--- config.mk ---
export PLATFORM = sky130hd
export DESIGN_NAME = dot_dram_end_flat
export DESIGN_NICKNAME = d
export VERILOG_FILES = /design/src/dot_pkg.sv /design/src/dot_link_if.sv /design/src/dot_dram_end.sv /design/src/dot_delay_line.sv /design/src/flat_wrapper.sv
export VERILOG_INCLUDE_DIRS = /design/src
export SDC_FILE = /design/constraint.sdc
export NUM_CORES = 1
export LEC_CHECK = 0
export ABC_CLOCK_PERIOD_IN_PS = 5750
export BUFFER_PORTS_ARGS = -buffer_cell sky130_fd_sc_hd__clkbuf_2
export CELL_PAD_IN_SITES_DETAIL_PLACEMENT = 0
export CELL_PAD_IN_SITES_GLOBAL_PLACEMENT = 2
export CORE_MARGIN = 5
export CORE_UTILIZATION = 37
export CTS_CLUSTER_SIZE = 30
export DETAILED_ROUTE_END_ITERATION = 8
export HOLD_SLACK_MARGIN = 0.02
export MAX_ROUTING_LAYER = met4
export PLACE_DENSITY_LB_ADDON = 0.1
export SYNTH_ARGS = -nofsm -noshare
export SYNTH_HDL_FRONTEND = slang
export SYNTH_SLANG_ARGS = --single-unit
--- constraint.sdc ---
create_clock -name ref_clk -period 5.75 [get_ports ref_clk]
set_input_delay 1.15 -clock ref_clk [delete_from_list [all_inputs] [get_ports ref_clk]]
set_output_delay 1.15 -clock ref_clk [all_outputs]
set_load 0.005 [all_outputs]
--- src/dot_regs.svh ---
// constants for the odt power-down transition blocks
`ifndef DOT_REGS_SVH
`define DOT_REGS_SVH

// controller register byte offsets
`define DOT_CTRL_OFS 8'h00
`define DOT_TIMING_OFS 8'h04
`define DOT_STATUS_OFS 8'h08

// control register fields
`define DOT_CTRL_ODT_BIT 0
`define DOT_CTRL_PDREQ_BIT 1
`define DOT_CTRL_REFRESH_BIT 2
`define DOT_CTRL_DLLKEEP_BIT 3

// timing register fields
`define DOT_TIMING_CWL_LSB 0
`define DOT_TIMING_AL_LSB 4

// reset values
`define DOT_CTRL_RST 4'h0
`define DOT_CWL_RST 4'h5
`define DOT_AL_RST 4'h0

// clock period and asynchronous termination delays, in ps
`define DOT_CLK_PS 50000
`define DOT_ASYNC_ON_MIN_PS 2000
`define DOT_ASYNC_ON_MAX_PS 8500
`define DOT_ASYNC_OFF_MIN_PS 2000
`define DOT_ASYNC_OFF_MAX_PS 8500
// least delay rounds up, longest rounds down, never under one cycle
`define DOT_ASYNC_MIN_CYC ((`DOT_ASYNC_ON_MIN_PS + `DOT_CLK_PS - 1) / `DOT_CLK_PS)
`define DOT_ASYNC_MAX_RAW (`DOT_ASYNC_ON_MAX_PS / `DOT_CLK_PS)
`define DOT_ASYNC_CYC ((`DOT_ASYNC_MAX_RAW < 1) ? 1 : `DOT_ASYNC_MAX_RAW)

// default cycle counts for refresh, dll relock and dll reset lock
`define DOT_RFC_CYC 8
`define DOT_XPDLL_CYC 24
`define DOT_DLLK_CYC 32

`endif

--- src/dot_pkg.sv ---
// types shared by the odt transition ends
package dot_pkg;
  typedef logic [3:0] dot_lat_t;

  typedef enum logic [1:0] {
    DS_OFF = 2'b00,
    DS_SYNC = 2'b01,
    DS_ENTRY = 2'b10,
    DS_ASYNC = 2'b11
  } dot_dram_state_e;

  typedef enum logic [2:0] {
    CS_UP = 3'b000,
    CS_ENTRY = 3'b001,
    CS_DOWN = 3'b010,
    CS_EXIT_PRE = 3'b011,
    CS_EXIT_POST = 3'b100
  } dot_ctrl_state_e;
endpackage

--- src/dot_link_if.sv ---
// link between memory controller and dram odt logic
`timescale 1ns/10ps
interface dot_link_if;
  logic odt;
  logic cke;
  logic refresh_cmd;
  logic powerdown_entry_window;
  logic powerdown_exit_window;

  modport ctrl (
    output odt,
    output cke,
    output refresh_cmd,
    output powerdown_entry_window,
    output powerdown_exit_window
  );

  modport dram (
    input odt,
    input cke,
    input refresh_cmd,
    input powerdown_entry_window,
    input powerdown_exit_window
  );
endinterface

--- src/dot_dram_end.sv ---
// dram end: odt mode selection and termination timing
//
// Behaviour
// - async odt when dll stopped in powerdown
// - async odt while dll relocks after dll_reset, unless termination turns on mid-relock
// - async path skips additive latency delay
// - async turn-on within one cycle of odt
// - async turn-off within one cycle of odt
// - transition windows only with dll-off powerdown
// - entry window ends when cke registered low
// - anticipation interval equals write latency minus one
// - refresh in progress extends entry window
// - entry-window assertion may be sync or async
// - entry-window deassertion may be sync or async
// - exit window ends xpdll after cke high
// - exit-window changes may be sync or async
// - short cke low: async until exit ends
// - short cke high: straight back to async
// - sync odt when dll locked and enabled
// - sync latency is cwl plus al minus two
`include "dot_regs.svh"
`timescale 1ns/10ps
module dot_dram_end #(
  parameter int RFC_CYC = `DOT_RFC_CYC,
  parameter int XPDLL_CYC = `DOT_XPDLL_CYC,
  parameter int DLLK_CYC = `DOT_DLLK_CYC,
  parameter int LINE_DEPTH = 32
) (
  // clock, reset, enable
  input wire logic ref_clk,
  input wire logic rst_n,
  input wire logic ce,
  // link from the controller
  dot_link_if.dram link,
  // mode register contents
  input wire logic dll_enable,
  input wire logic dll_pd_keep,
  input wire logic rtt_enable,
  input wire dot_pkg::dot_lat_t cwl,
  input wire dot_pkg::dot_lat_t al,
  input wire logic dll_reset,
  // termination state
  output logic rtt_on,
  output logic async_mode,
  output logic entry_window,
  output logic exit_window
);
  localparam logic [4:0] ASYNC_TAP = 5'(`DOT_ASYNC_CYC - 1);
  localparam logic [9:0] RFC_LOAD = 10'(RFC_CYC);
  localparam logic [9:0] XPDLL_LOAD = 10'(XPDLL_CYC);
  localparam logic [9:0] DLLK_LOAD = 10'(DLLK_CYC);

  dot_pkg::dot_dram_state_e state_reg;
  dot_pkg::dot_dram_state_e state_next;
  logic relock_reg;
  logic relock_next;
  logic [9:0] lock_cnt_reg;
  logic [9:0] lock_cnt_next;
  logic [9:0] rfc_cnt_reg;
  logic [9:0] rfc_cnt_next;
  logic from_reset_reg;
  logic from_reset_next;
  logic cke_q_reg;
  logic cke_q_next;
  logic rtt_reg;
  logic rtt_next;
  logic [4:0] tap;
  logic line_out;
  logic enabled;
  logic cke_low;
  logic is_async;

  // write latency less two clocks, in cycles
  function automatic logic [4:0] odt_latency(input dot_pkg::dot_lat_t c,
                                             input dot_pkg::dot_lat_t a);
    logic [4:0] wl;
    wl = 5'(c) + 5'(a);
    return (wl > 5'h02) ? 5'(wl - 5'h02) : 5'h01;
  endfunction

  assign enabled = dll_enable & rtt_enable;
  // cke as registered at this edge
  assign cke_low = ~link.cke;

  // refresh busy timer
  always_comb
  begin
    rfc_cnt_next = rfc_cnt_reg;
    if (link.refresh_cmd)
      rfc_cnt_next = RFC_LOAD;
    else if (rfc_cnt_reg != 10'h000)
      rfc_cnt_next = 10'(rfc_cnt_reg - 10'h001);
  end

  // mode selection
  always_comb
  begin
    state_next = state_reg;
    relock_next = relock_reg;
    lock_cnt_next = lock_cnt_reg;
    from_reset_next = from_reset_reg;
    cke_q_next = link.cke;
    if (relock_reg && lock_cnt_reg != 10'h000)
      lock_cnt_next = 10'(lock_cnt_reg - 10'h001);
    if (relock_reg && lock_cnt_reg <= 10'h001)
    begin
      relock_next = 1'b0;
      from_reset_next = 1'b0;
    end
    if (dll_reset)
    begin
      relock_next = 1'b1;
      from_reset_next = 1'b1;
      lock_cnt_next = DLLK_LOAD;
    end
    case (state_reg)
      dot_pkg::DS_OFF:
      begin
        if (enabled)
          state_next = dot_pkg::DS_SYNC;
      end
      dot_pkg::DS_SYNC:
      begin
        if (!enabled)
          state_next = dot_pkg::DS_OFF;
        else if (cke_low && !dll_pd_keep && !from_reset_reg)
        begin
          // entry stays synchronous until a running refresh completes
          if (rfc_cnt_reg > 10'h001)
            state_next = dot_pkg::DS_ENTRY;
          else
            state_next = dot_pkg::DS_ASYNC;
        end
      end
      dot_pkg::DS_ENTRY:
      begin
        if (!enabled)
          state_next = dot_pkg::DS_OFF;
        else if (!cke_low)
        begin
          // short low pulse: exit begins before entry has ended
          state_next = dot_pkg::DS_ASYNC;
          relock_next = 1'b1;
          lock_cnt_next = XPDLL_LOAD;
        end
        else if (rfc_cnt_reg <= 10'h001)
          state_next = dot_pkg::DS_ASYNC;
      end
      dot_pkg::DS_ASYNC:
      begin
        if (!enabled)
          state_next = dot_pkg::DS_OFF;
        else if (relock_reg && !from_reset_reg && cke_low && !dll_pd_keep)
        begin
          // short high pulse: dll never relocked, stay asynchronous
          relock_next = 1'b0;
        end
        else if (relock_reg && lock_cnt_reg <= 10'h001)
          state_next = dot_pkg::DS_SYNC;
        else if (!relock_reg && !cke_low && cke_q_reg == 1'b0)
        begin
          relock_next = 1'b1;
          lock_cnt_next = XPDLL_LOAD;
        end
      end
      default:
      begin
        state_next = dot_pkg::DS_OFF;
      end
    endcase
    // a dll reset forces asynchronous handling wherever termination is on
    if (dll_reset && enabled)
      state_next = dot_pkg::DS_ASYNC;
  end

  always_ff @(posedge ref_clk)
  begin
    if (!rst_n)
    begin
      state_reg <= dot_pkg::DS_OFF;
      relock_reg <= 1'b1;
      lock_cnt_reg <= DLLK_LOAD;
      from_reset_reg <= 1'b1;
      rfc_cnt_reg <= 10'h000;
      cke_q_reg <= 1'b1;
    end
    else if (ce)
    begin
      state_reg <= state_next;
      relock_reg <= relock_next;
      lock_cnt_reg <= lock_cnt_next;
      from_reset_reg <= from_reset_next;
      rfc_cnt_reg <= rfc_cnt_next;
      cke_q_reg <= cke_q_next;
    end
  end

  // clocked latency wants a locked dll; async while relocking in DS_OFF, but DS_OFF moves to DS_SYNC without waiting for the lock
  assign is_async = (state_reg == dot_pkg::DS_ASYNC) ||
                    (state_reg == dot_pkg::DS_OFF && relock_reg);

  // one line serves both paths; only the tap moves on a mode change,
  // so an edge already in flight may land early or late, which the
  // transition windows allow
  always_comb
  begin
    if (is_async)
      tap = ASYNC_TAP;
    else
      tap = 5'(odt_latency(cwl, al) - 5'h01);
  end

  dot_delay_line #(
    .DEPTH(LINE_DEPTH)
  ) dot_delay_line_i (
    .ref_clk(ref_clk),
    .rst_n(rst_n),
    .ce(ce),
    .din(link.odt),
    .tap(tap),
    .dout(line_out)
  );

  always_comb
  begin
    rtt_next = 1'b0;
    if (state_reg != dot_pkg::DS_OFF)
      rtt_next = line_out;
  end

  always_ff @(posedge ref_clk)
  begin
    if (!rst_n)
      rtt_reg <= 1'b0;
    else if (ce)
      rtt_reg <= rtt_next;
  end

  assign rtt_on = rtt_reg;
  assign async_mode = is_async;
  assign entry_window = (state_reg == dot_pkg::DS_ENTRY);
  assign exit_window = relock_reg & ~from_reset_reg;
endmodule

--- src/dot_delay_line.sv ---
// tapped shift line for the odt latency path
`timescale 1ns/10ps
module dot_delay_line #(
  parameter int DEPTH = 16
) (
  // clock and control
  input wire logic ref_clk,
  input wire logic rst_n,
  input wire logic ce,
  // data
  input wire logic din,
  input wire logic [4:0] tap,
  output logic dout
);
  logic [DEPTH-1:0] line_reg;
  logic [DEPTH-1:0] line_next;

  always_comb
  begin
    line_next = {line_reg[DEPTH-2:0], din};
  end

  always_ff @(posedge ref_clk)
  begin
    if (!rst_n)
      line_reg <= '0;
    else if (ce)
      line_reg <= line_next;
  end

  // out-of-range taps read the oldest stage rather than x
  always_comb
  begin
    if (32'(tap) < DEPTH)
      dout = line_reg[tap];
    else
      dout = line_reg[DEPTH-1];
  end
endmodule

--- src/flat_wrapper.sv ---
// flat-port wrapper written by rule: the top's interface ports become plain ports
module dot_dram_end_flat 
#(
  parameter int RFC_CYC = `DOT_RFC_CYC,
  parameter int XPDLL_CYC = `DOT_XPDLL_CYC,
  parameter int DLLK_CYC = `DOT_DLLK_CYC,
  parameter int LINE_DEPTH = 32
)
  (ref_clk, rst_n, ce, dll_enable, dll_pd_keep, rtt_enable, cwl, al, dll_reset, rtt_on, async_mode, entry_window, exit_window, link_odt, link_cke, link_refresh_cmd, link_powerdown_entry_window, link_powerdown_exit_window);
  dot_link_if link_i ();
  input wire logic ref_clk;
  input wire logic rst_n;
  input wire logic ce;
  input wire logic dll_enable;
  input wire logic dll_pd_keep;
  input wire logic rtt_enable;
  input wire dot_pkg::dot_lat_t cwl;
  input wire dot_pkg::dot_lat_t al;
  input wire logic dll_reset;
  output logic rtt_on;
  output logic async_mode;
  output logic entry_window;
  output logic exit_window;
  input wire logic [$bits(link_i.odt)-1:0] link_odt;
  input wire logic [$bits(link_i.cke)-1:0] link_cke;
  input wire logic [$bits(link_i.refresh_cmd)-1:0] link_refresh_cmd;
  input wire logic [$bits(link_i.powerdown_entry_window)-1:0] link_powerdown_entry_window;
  input wire logic [$bits(link_i.powerdown_exit_window)-1:0] link_powerdown_exit_window;
  assign link_i.odt = link_odt;
  assign link_i.cke = link_cke;
  assign link_i.refresh_cmd = link_refresh_cmd;
  assign link_i.powerdown_entry_window = link_powerdown_entry_window;
  assign link_i.powerdown_exit_window = link_powerdown_exit_window;
  dot_dram_end #(.RFC_CYC(RFC_CYC), .XPDLL_CYC(XPDLL_CYC), .DLLK_CYC(DLLK_CYC), .LINE_DEPTH(LINE_DEPTH)) u_core (.ref_clk(ref_clk), .rst_n(rst_n), .ce(ce), .link(link_i), .dll_enable(dll_enable), .dll_pd_keep(dll_pd_keep), .rtt_enable(rtt_enable), .cwl(cwl), .al(al), .dll_reset(dll_reset), .rtt_on(rtt_on), .async_mode(async_mode), .entry_window(entry_window), .exit_window(exit_window));
endmodule
# After elaboration in Yosys (flattened, before gate mapping)
# Cells that the tools add are included.
[totals]
wordCells = 94
in_bits = 20
output_inout_bits = 4
ff_bits = 58
[op_classes]
eq_ne = 8
magnitude_cmp = 5
muxes = 39
bitwise = 5
n_addsub = 5
reduce_logical = 24
[op_table]
columns = ["operator", "n"]
rows = [
  ["10-bit two-way mux", 10],
  ["10-bit by 1-bit less-or-equal comparator with 1-bit output (second input constant)", 2],
  ["2-bit two-way mux", 10],
  ["10-bit one-hot mux with 2 select lines", 1],
  ["10-bit nonzero test", 2],
  ["10-bit by 1-bit subtractor with 10-bit output (second input constant)", 2],
  ["1-bit two-way mux", 13],
  ["4-bit inequality test (second input constant)", 3],
  ["1-bit logical AND", 11],
  ["10-bit by 1-bit > comparator with 1-bit output (second input constant)", 1],
  ["5-bit two-way mux", 2],
  ["2-bit one-hot mux with 4 select lines", 1],
  ["5-bit by 6-bit < comparator with 1-bit output (second input constant)", 1],
  ["6-bit AND reduction", 1],
  ["2-bit nonzero test", 3],
  ["4-bit by 4-bit adder with 5-bit output", 1],
  ["1-bit binary-select mux with 5-bit select", 1],
  ["5-bit by 2-bit > comparator with 1-bit output (second input constant)", 1],
  ["5-bit inequality test (second input constant)", 1],
  ["5-bit by 1-bit subtractor with 5-bit output (second input constant)", 1],
  ["5-bit by 2-bit subtractor with 5-bit output (second input constant)", 1],
  ["2-bit == test (second input constant)", 2],
  ["2-bit AND reduction", 2],
  ["1-bit zero test", 3],
  ["7 further kinds", 10],
]

# Logic depth before layout (Yosys ltp)
# Gate-level depths: netlist of the first run.
[depth]
ltp_word = 9
ltp_mapped = 17
ltp_nobuf = 15

# By module
# From an unflattened synthesis of the first run, not the netlist that was laid out.
[unflattened]
cells_unflattened = 386
area_unflattened_um2 = 3392.0
[modules_own_cells]
columns = ["module", "cells_each", "area_per_inst_um2", "seq_area_each_um2", "n_inst"]
rows = [
  ["dot_dram_end", 242, 1875.5, 520.5, 1],
  ["dot_delay_line", 144, 1516.5, 640.6, 1],
]

# Worst setup path before layout of the first run
# OpenSTA, ideal clock, no wires.
[synth_timing]
path_type = "input to register"
startpoint = "in cwl[0]"
endpoint = "reg u_core.rtt_reg, in the netlist u_core.rtt_on"
path_buffers = 3
setup_slack_ns = 0.787
t_required_ns = 5.623
t_arrival_ns = 4.836
setup_time_ns = 0.127
path_stages = 16
path_cell_list = "ha_1 > fa_1 > xnor2_2 > ha_1 > a211oi_1 > or4_1 > buf_6 > buf_2 > ha_1 > clkbuf_1 > inv_1 > o21a_1 > o221a_2 > mux2_4 > o211ai_2 > o211ai_1"
[synth_via]
elab_chain_len = 8
word_cells_on_any_way = 9
classes_between = "add/sub (3); order compare (1); mux (5)"
[synth_lines]
columns = ["item", "line", "text"]
rows = [
  ["start: declaration", "flat_wrapper.sv:17", "input wire dot_pkg::dot_lat_t cwl;"],
  ["4-bit by 4-bit adder with 5-bit output *", "dot_dram_end.sv:77", "wl = 5'(c) + 5'(a);"],
  ["5-bit by 2-bit subtractor with 5-bit output or 5-bit by 2-bit > comparator with 1-bit output (tied branches)", "dot_dram_end.sv:78", "return (wl > 5'h02) ? 5'(wl - 5'h02) : 5'h01;"],
  ["5-bit two-way mux *", "dot_dram_end.sv:78", ""],
  ["5-bit by 1-bit subtractor with 5-bit output *", "dot_dram_end.sv:210", "tap = 5'(odt_latency(cwl, al) - 5'h01);"],
  ["5-bit two-way mux *", "dot_dram_end.sv:207", "if (is_async)"],
  ["1-bit binary-select mux with 5-bit select *", "dot_delay_line.sv:35", "dout = line_reg[tap];"],
  ["1-bit two-way mux (implied by the code) *", "dot_delay_line.sv:35", ""],
  ["1-bit two-way mux *", "dot_dram_end.sv:227", "if (state_reg != dot_pkg::DS_OFF)"],
  ["end signal: assignment", "dot_dram_end.sv:236", "rtt_reg <= rtt_next;"],
  ["end: declaration", "dot_dram_end.sv:65", "logic rtt_reg;"],
]
# Mark *: on every way between the ends. The rest lies on a longest branch, timed or not. The select of a mux whose other input is x is not followed.
# A chain may end at the register's enable or synchronous reset.

# Final worst setup path of the first run
# Ends and elaborated chain as after synthesis.

==> metrics, run 1 <==
outcome complete, no violations; EDFF count, synth 0; CP endpoint kind flop; maximum clock rate approximately 0.21 GHz; Final TNS setup 0 ns; cell area after layout between 3000 and 4000 µm²; CTS tree done; hold_buf cts 0; core area 8680 µm²; R2R Setup Slk about 3.3 ns; Lkg Pwr 1.57 nW; simple-gate share of the synthesized area between 20% and 30%; Reg clk slew, reported paths approximately 0.070 ns; RSZ-0062 raised after global routing no; worst reg2reg endpoint u_core.rtt_on$_SDFFE_PN0P_; CP delay by family, top adder cells; Synth Area in Adders ~4.4%; setup violators final 0; Max-Cap Viols 0; area delta synth->final 11.7%; crit path from cwl[0]; number of iterations in the first detailed-routing pass 4; top post-synthesis cells by area dfxtp_1, mux2i_1, nor2_1; final core utilization between 40% and 50%; largest family of logic cells by synthesized area simple AND/OR/NAND/NOR gates; Starting Density between 30% and 40%; Synth Area in Compound Gates 15.7%; Worst Max-Slew Pin Slew around 1 ns; flip-flop and latch count after synthesis just under 60; Sink Count 58; Fillers a little over 900; Crit path depth 14; most common cell in the synthesized netlist nor2_1; global-route total usage across every layer 14.0%; Worst VDD drop ~110 µV; final worst-path cycle share ~81%; Slew Viols, Final 0; synth unique cells between 50 and 60; Worst EP required between 5 and 6 ns; IO Count 24; GPL Wtd Cong roughly 0.77; per-cell routed wire length approximately 14 µm; CP most frequent cell ha_1; Warnings, synthesis 0; post-DP HPWL roughly 5 mm; crit path to u_core.rtt_on$_SDFFE_PN0P_; classification of the worst setup path in -> reg; Rel. slew slack roughly 33%; clk_lat worst skew approximately 0.33 ns; die width about 100 µm; WP buf/inv 2; initial antenna violation count 0; vias in the first global route about 2600; Worst path slowest cell or4_1; post-CTS resize count 0; largest area contributor in the netlist dfxtp_1; Post-Syn Area about 3300 µm²; WL final around 7.2 mm; clock skew ~0.0084 ns; Syn Nets 420; minimum clock period about 4.7 ns; # diodes 0; Seq/Total Area, Yosys around a third; top cells by count, synth nor2_1, dfxtp_1, mux2i_1; cell count after synthesis a little under 400; r2r worst-path depth 8; WP data arrival just under 5 ns; share of layout cells above drive strength 1 12.5%; Post-Synth XOR/XNOR Area just under 4%; Final ANT Viol Nets 0; # DRC 0; DRT iter0 DRCs 136; max reg flops 32; die area between 10000 and 15000 µm²; pwr/cell area about 310 nW/µm²; Critical Path Fanout Max 10; global-route wire length before repair between 10 and 15 mm; largest net degree at the start of global routing 47; Num CTS Buffers 9; Hold Fails Final Rpt 0; CTS Buffer Depth 2; Port-buffer cells 21; max incr delay on CP ~0.56 ns; nets@finish 434; via count 2694; total grt overflow 0; multiplexer share of the synthesized area 13.4%; DR vias/cell ~5.2; CTS H-tree lvls 3; Post-CTS Setup Repair Bufs 0; Yosys top cell area share a little over a third; ys flop type dfxtp_1; crit-path cells clkbuf_2, ha_1, fa_1, xnor2_2, ha_1, a211oi_1, or4_1, ha_1, inv_1, o21a_1, o221a_2, mux2_4, o211ai_2, o211ai_1; Syn Area/Cell between 8 and 9 µm²; Rows 34; root buf cell clkbuf_8; critical path launch point type input port; DP Area approximately 3500 µm²; Async SR Flop Fraction 0%; critical register-to-register path startpoint u_core.state_reg[1]$_SDFFE_PN0P_; HP Class reg -> reg; Chip Height 104 µm
## cell families after synthesis
| logic type | Yosys count |
|---|---|
| buffers and inverters | 36 |
| AND/OR/NAND/NOR | 156 |
| flip-flops | 58 |
| AO/OA/AOI/OAI | 74 |
| multiplexers | 42 |
| adder cells (fa/ha/maj) | 11 |
| XOR/XNOR | 12 |
## metrics by stage
stage / cells / setup WS, ns / power, mW / hold slack [ns]
3_5_place_dp: 500 / 0.700 / 0.741 / 0.465
4_1_cts: 515 / 1.07 / 1.17 / 0.484
5_1_grt: 515 / 0.807 / 1.22 / 0.524
3_3_place_gp: 500 / 0.736 / 0.740 / 0.454
2_1_floorplan: 389 / 0.787 / 0.681 / 0.436
6_report: 515 / 1.09 / 1.15 / 0.475
## cell usage in the layout (no fill, tap or decap), types with 4 or more instances in the layout
master / instances
nor3_1: 16
nor2b_1: 6
or4_1: 5
clkbuf_2: 21
a31oi_1: 5
clkbuf_8: 10
a21oi_1: 22
xnor2_1: 7
nand2_1: 25
ha_1: 10
nand3_1: 14
inv_1: 14
o21ai_0: 16
and2_1: 4
mux2i_1: 39
dfxtp_1: 58
nor4_1: 7
or3_1: 4
nor2_1: 60
## worst min-delay path by stage
stage	from	end	slack, ns	cells past startpoint
floorplan	u_core.cke_q_reg$_SDFFE_PN1P_	u_core.cke_q_reg$_SDFFE_PN1P_	0.44	2
global placement	u_core.cke_q_reg$_SDFFE_PN1P_	u_core.cke_q_reg$_SDFFE_PN1P_	0.45	2
detailed placement	u_core.cke_q_reg$_SDFFE_PN1P_	u_core.cke_q_reg$_SDFFE_PN1P_	0.47	2
CTS	u_core.cke_q_reg$_SDFFE_PN1P_	u_core.cke_q_reg$_SDFFE_PN1P_	0.48	2
global route	u_core.cke_q_reg$_SDFFE_PN1P_	u_core.cke_q_reg$_SDFFE_PN1P_	0.52	2
finish	u_core.cke_q_reg$_SDFFE_PN1P_	u_core.cke_q_reg$_SDFFE_PN1P_	0.48	2
## routing by layer
metal  routed length (µm)  GRT usage (%)  vias to the layer above
met3                  194           2.98                        7
met2                 3160           20.6                       24
met4                   70           4.72                        0
li1                     -              -                     1434
met1                 3790           19.1                     1229
met5                    0              -                        -
## worst min-delay path, cell delays in order (launching register included)
cell and delay [ns]:
dfxtp_1 0.33, mux2i_1 0.06, nand2_1 0.06
## layout make-up
type	count	area (µm²)	area share, %
multi-input combinational	295	1980	53.8
tap	108	135	3.68
timing repair buffer	24	128	3.47
clock buffer	10	138	3.75
clock inverter	5	78.8	2.15
sequential	58	1160	31.6
inverter	15	56.3	1.53
## power breakdown
part,total (mW),switching [mW],internal (mW)
clock,0.418,0.165,0.253
sequential,0.441,0.0193,0.422
combinational,0.287,0.167,0.120
total,1.15,0.351,0.795
No activity file was read; power rests on OpenSTA's default activity.
==> run 2, diff against run 1 <==
--- a/config.mk
+++ b/config.mk
@@ -6,12 +6,12 @@
 export SDC_FILE = /design/constraint.sdc
 export NUM_CORES = 1
 export LEC_CHECK = 0
-export ABC_CLOCK_PERIOD_IN_PS = 5750
+export ABC_CLOCK_PERIOD_IN_PS = 4200
 export BUFFER_PORTS_ARGS = -buffer_cell sky130_fd_sc_hd__clkbuf_2
 export CELL_PAD_IN_SITES_DETAIL_PLACEMENT = 0
 export CELL_PAD_IN_SITES_GLOBAL_PLACEMENT = 2
 export CORE_MARGIN = 5
-export CORE_UTILIZATION = 37
+export CORE_UTILIZATION = 33
 export CTS_CLUSTER_SIZE = 30
 export DETAILED_ROUTE_END_ITERATION = 8
 export HOLD_SLACK_MARGIN = 0.02
==> constraint.sdc (replaced) <==
create_clock -name ref_clk -period 4.2 [get_ports ref_clk]
set_input_delay 0.84 -clock ref_clk [delete_from_list [all_inputs] [get_ports ref_clk]]
set_output_delay 0.84 -clock ref_clk [all_outputs]
set_load 0.005 [all_outputs]
==> metrics, run 2 (synthesized netlist as in run 1, its figures left out) <==
outcome complete, no violations; post-CTS resize count 0; switching share of power 32.0%; DR vias/cell 5.07; Switch Pwr 496 µW; Rel. slew slack between 40% and 50%; die area between 10000 and 15000 µm²; die width about 110 µm; CTS tree done; Port-buffer cells 21; # diodes 0; CP most frequent cell ha_2; largest net degree at the start of global routing 47; Worst path slowest cell fa_2; share of power burned in the clock network between 30% and 40%; final worst-path cycle share about nine tenths; critical path launch point type input port; RSZ-0062 raised after global routing no; highest routed layer met4; CTS Buffer Depth 2; Starting Density approximately a third; nets@finish approximately 440; WP data arrival 3.97 ns; CP delay by family, top adder cells; global-route total usage across every layer 14.4%; share of layout cells above drive strength 1 between 10% and 20%; area delta synth->final 14.5%; Lkg Pwr about 1.6 nW; sequential share of power 39.0%; per-cell routed wire length 14.1 µm; # DRC 0; Post-CTS Setup Repair Bufs 0; Placed Cells roughly 540; Critical Path Fanout Max 6; Hold Fails Final Rpt 0; Non-Filler Instances about 550; Slew Viols, Final 0; pwr/cell area ~410 nW/µm²; post-DP HPWL 5.44 mm; maximum clock rate between 0.2 and 0.3 GHz; Rows 36; max reg flops 32; setup violators final 0; CTS H-tree lvls 3; number of iterations in the first detailed-routing pass 4; Reg clk slew, reported paths approximately 0.07 ns; Chip Height 110 µm; GPL Wtd Cong approximately 0.80; Worst Max-Slew Pin Slew approximately 0.80 ns; global-route wire length before repair 13.3 mm; initial antenna violation count 0; Final TNS setup 0 ns; CP endpoint kind flop; Int Pwr between 1 and 1.5 mW; IO Count 24; Num CTS Buffers 9; final core utilization approximately two fifths; max incr delay on CP approximately 0.57 ns; commonest non-fill, non-tap cells in the layout nor2_1, dfxtp_1, mux2i_1; met3 WL about 260 µm; Tot Pwr roughly 1.5 mW; HP Class reg -> reg; Max-Cap Viols 0; classification of the worst setup path in -> reg; total grt overflow 0; Worst EP required 4.42 ns; clock skew between 0.006 and 0.007 ns; WL final ~7.8 mm; DRT iter0 DRCs 117; hold_buf cts 0; WP buf/inv 3; Comb pwr share 27.5%; vias in the first global route roughly 2800; minimum clock period roughly 3.7 ns; clk_lat worst skew 0.34 ns; Final ANT Viol Nets 0; Worst VDD drop 131 µV; crit-path cells clkbuf_2, ha_2, fa_2, inv_1, ha_2, a21oi_1, nor4_1, or2_2, ha_1, inv_2, o21a_1, o221a_2, mux2_4, o211ai_2, o211ai_1; commonest non-fill, non-tap cell in the layout nor2_1; Sink Count just under 60; core area 9730 µm²; via count between 2000 and 3000; met1 WL between 3 and 4 mm; WL met2 3.49 mm; root buf cell clkbuf_8
## run 2: worst min-delay path, stage by stage, from the launching register on
cell and delay, ns:
dfxtp_1 0.33, mux2i_1 0.06, nand2_1 0.06
## run 2: layer usage
metal,global-route usage (%),vias to the layer above
met2,22.3,39
met4,4.27,0
li1,-,1451
met1,18.5,1294
met5,-,-
met3,3.41,9
## run 2: area by class of cell
class,count,area [µm²]
multi-input cells,295,1980
fillers,1029,5960
well taps,133,166
clock inverters,5,53.8
inverters,15,56.3
clock buffers,11,141
repair buffers,34,203
flip-flops and latches,58,1160
## run 2: final timing paths
path	slack, ns	endpoint	cells after the start	start
max	0.45	u_core.rtt_on$_SDFFE_PN0P_	15	cwl[0]
max reg2reg	1.64	u_core.state_reg[0]$_SDFFE_PN0P_	8	u_core.lock_cnt_reg[5]$_SDFFE_PN1P_
min	0.47	u_core.cke_q_reg$_SDFFE_PN1P_	2	u_core.cke_q_reg$_SDFFE_PN1P_
min reg2reg	0.47	u_core.cke_q_reg$_SDFFE_PN1P_	2	u_core.cke_q_reg$_SDFFE_PN1P_
## run 2: metrics by stage
| step | area, µm² | setup slack (ns) | hold slack (ns) |
|---|---|---|---|
| 2_1_floorplan | 3310 | 0.0130 | 0.436 |
| 3_3_place_gp | 3570 | 0.0916 | 0.454 |
| 3_5_place_dp | 3570 | 0.0783 | 0.457 |
| 4_1_cts | 3770 | 0.446 | 0.476 |
| 5_1_grt | 3770 | 0.284 | 0.514 |
| 6_report | 3770 | 0.450 | 0.474 |
## run 2: power by group through the flow
stage          Sequential [mW]  Clock (mW)  Combinational [mW]
6_report                 0.604       0.520               0.425
5_1_grt                  0.608       0.568               0.481
4_1_cts                  0.604       0.543               0.431
3_5_place_dp             0.616           0               0.429
3_3_place_gp             0.616           0               0.427
2_1_floorplan            0.609           0               0.336
==> run 3, diff against run 2 <==
--- a/config.mk
+++ b/config.mk
@@ -10,7 +10,7 @@
 export BUFFER_PORTS_ARGS = -buffer_cell sky130_fd_sc_hd__clkbuf_2
 export CELL_PAD_IN_SITES_DETAIL_PLACEMENT = 0
 export CELL_PAD_IN_SITES_GLOBAL_PLACEMENT = 2
-export CORE_MARGIN = 5
+export CORE_MARGIN = 8
 export CORE_UTILIZATION = 33
 export CTS_CLUSTER_SIZE = 30
 export DETAILED_ROUTE_END_ITERATION = 8
==> metrics, run 3 (synthesized netlist as in run 1, its figures left out) <==
post-CTS resize count 0; maximum clock rate about 0.26 GHz; initial antenna violation count 0; final core utilization between 30% and 40%; DRT iter0 DRCs 150; largest net degree at the start of global routing 47; Num CTS Buffers 9; root buf cell clkbuf_8; Slew Viols, Final 0; critical path launch point type input port; Rows 36; WL final around 7.9 mm; WP buf/inv 3; Storage cell area 1160 µm²; Starting Density roughly a third; critical register-to-register path startpoint u_core.lock_cnt_reg[5]$_SDFFE_PN1P_; WHS Path Cells 2; Reg clk slew, reported paths approximately 0.07 ns; crit-path cells clkbuf_2, ha_2, fa_2, inv_1, ha_2, a21oi_1, nor4_1, or2_2, ha_1, inv_2, o21a_1, o221a_2, mux2_4, o211ai_2, o211ai_1; Worst Max-Slew Pin Slew roughly 0.83 ns; RSZ-0062 raised after global routing no; final worst slack 0.407 ns; r2r worst-path depth 8; Placed Cells 540; GPL Wtd Cong 0.758; worst reg2reg endpoint u_core.state_reg[0]$_SDFFE_PN0P_; HP Class reg -> reg; Chip Height ~120 µm; clock skew between 0.01 and 0.015 ns; classification of the worst setup path in -> reg; Final ANT Viol Nets 0; DR vias/cell 5.03; Tot Pwr 1.48 mW; pwr/cell area roughly 390 nW/µm²; Hold Fails Final Rpt 0; Critical Path Fanout Max 6; Worst EP required between 4 and 5 ns; Non-Filler Instances roughly 560; Final TNS setup 0 ns; global-route total usage across every layer between 10% and 20%; combined area of the multi-input logic cells between 1500 and 2000 µm²; per-cell routed wire length 14.2 µm; Rel. slew slack between 40% and 50%; max incr delay on CP about 0.54 ns; Max-Cap Viols 0; # diodes 0; Lkg Pwr ~1.6 nW; die width 116 µm; IO Count 24; total grt overflow 0; nets@finish 449; share of layout cells above drive strength 1 ~16%; CTS H-tree lvls 3; post-DP HPWL around 5.5 mm; outcome complete, no violations; CP endpoint kind flop; # DRC 0; Fillers 1022; global-route wire length before repair between 10 and 15 mm; die area 13400 µm²; final worst-path cycle share roughly 90%; DP Area 3610 µm²; clk_lat worst skew ~0.34 ns; WP data arrival ~4.0 ns; max reg flops 32; Post-CTS Setup Repair Bufs 0; Hold Startpoint u_core.cke_q_reg$_SDFFE_PN1P_; CTS Buffer Depth 2; minimum clock period ~3.8 ns; CP delay by family, top adder cells; setup violators final 0; area delta synth->final 14.3%; hold_buf cts 0; Port-buffer cells 21; Worst VDD drop approximately 170 µV; CTS tree done; via count 2789; Worst path slowest cell fa_2; CP most frequent cell ha_2; vias in the first global route 2743; final hold slack 0.482 ns; commonest non-fill, non-tap cells in the layout nor2_1, dfxtp_1, mux2i_1; R2R Setup Slk about 1.6 ns; hold endpoint u_core.cke_q_reg$_SDFFE_PN1P_; number of iterations in the first detailed-routing pass 4; Sink Count a little under 60; cell area after layout between 3000 and 4000 µm²; core area approximately 9700 µm²; commonest non-fill, non-tap cell in the layout nor2_1; Placement Setup Slack 0.0451 ns
## run 3: cell count changes in the layout (fill, tap and decap cells not counted), sizes merged
cell    change
bufinv      -1
buf         +5
## run 3: power by group
part	internal [mW]	leakage (nW)	switching, mW
logic	0.202	1.05	0.244
clock network	0.207	0.0827	0.219
registers	0.577	0.470	0.0273
total	0.986	1.61	0.491
## run 3: final cells by class
class | instances | area share [%]
inverter | 15 | 1.50
multi-input combinational | 295 | 52.8
tap | 133 | 4.43
timing repair buffer | 39 | 6.39
sequential | 58 | 30.9
clock inverter | 4 | 0.532
clock buffer | 11 | 3.49
## run 3: worst max-delay path by stage
stage / from / endpoint / slack, ns / depth (start not counted)
2_1_floorplan: cwl[0] / u_core.rtt_on$_SDFFE_PN0P_ / 0.01 / 16
3_3_place_gp: cwl[0] / u_core.rtt_on$_SDFFE_PN0P_ / 0.05 / 15
3_5_place_dp: cwl[0] / u_core.rtt_on$_SDFFE_PN0P_ / 0.05 / 15
4_1_cts: cwl[0] / u_core.rtt_on$_SDFFE_PN0P_ / 0.41 / 15
5_1_grt: cwl[0] / u_core.rtt_on$_SDFFE_PN0P_ / 0.20 / 16
6_report: cwl[0] / u_core.rtt_on$_SDFFE_PN0P_ / 0.41 / 15
## run 3: worst register-to-register path, delay by kind of cell (launching register included)
kind | cells | cell delay, ns
simple gates | 4 | 1.47
flops | 1 | 0.37
compound gates | 4 | 0.58
## run 3: routing by layer
| layer | global-route usage [%] | wire [µm] | up-vias |
|---|---|---|---|
| met2 | 19.5 | 3450 | 34 |
| li1 | - | - | 1453 |
| met5 | - | 0 | - |
| met3 | 3.65 | 281 | 6 |
| met1 | 16.9 | 4060 | 1296 |
| met4 | 4.15 | 61 | 0 |
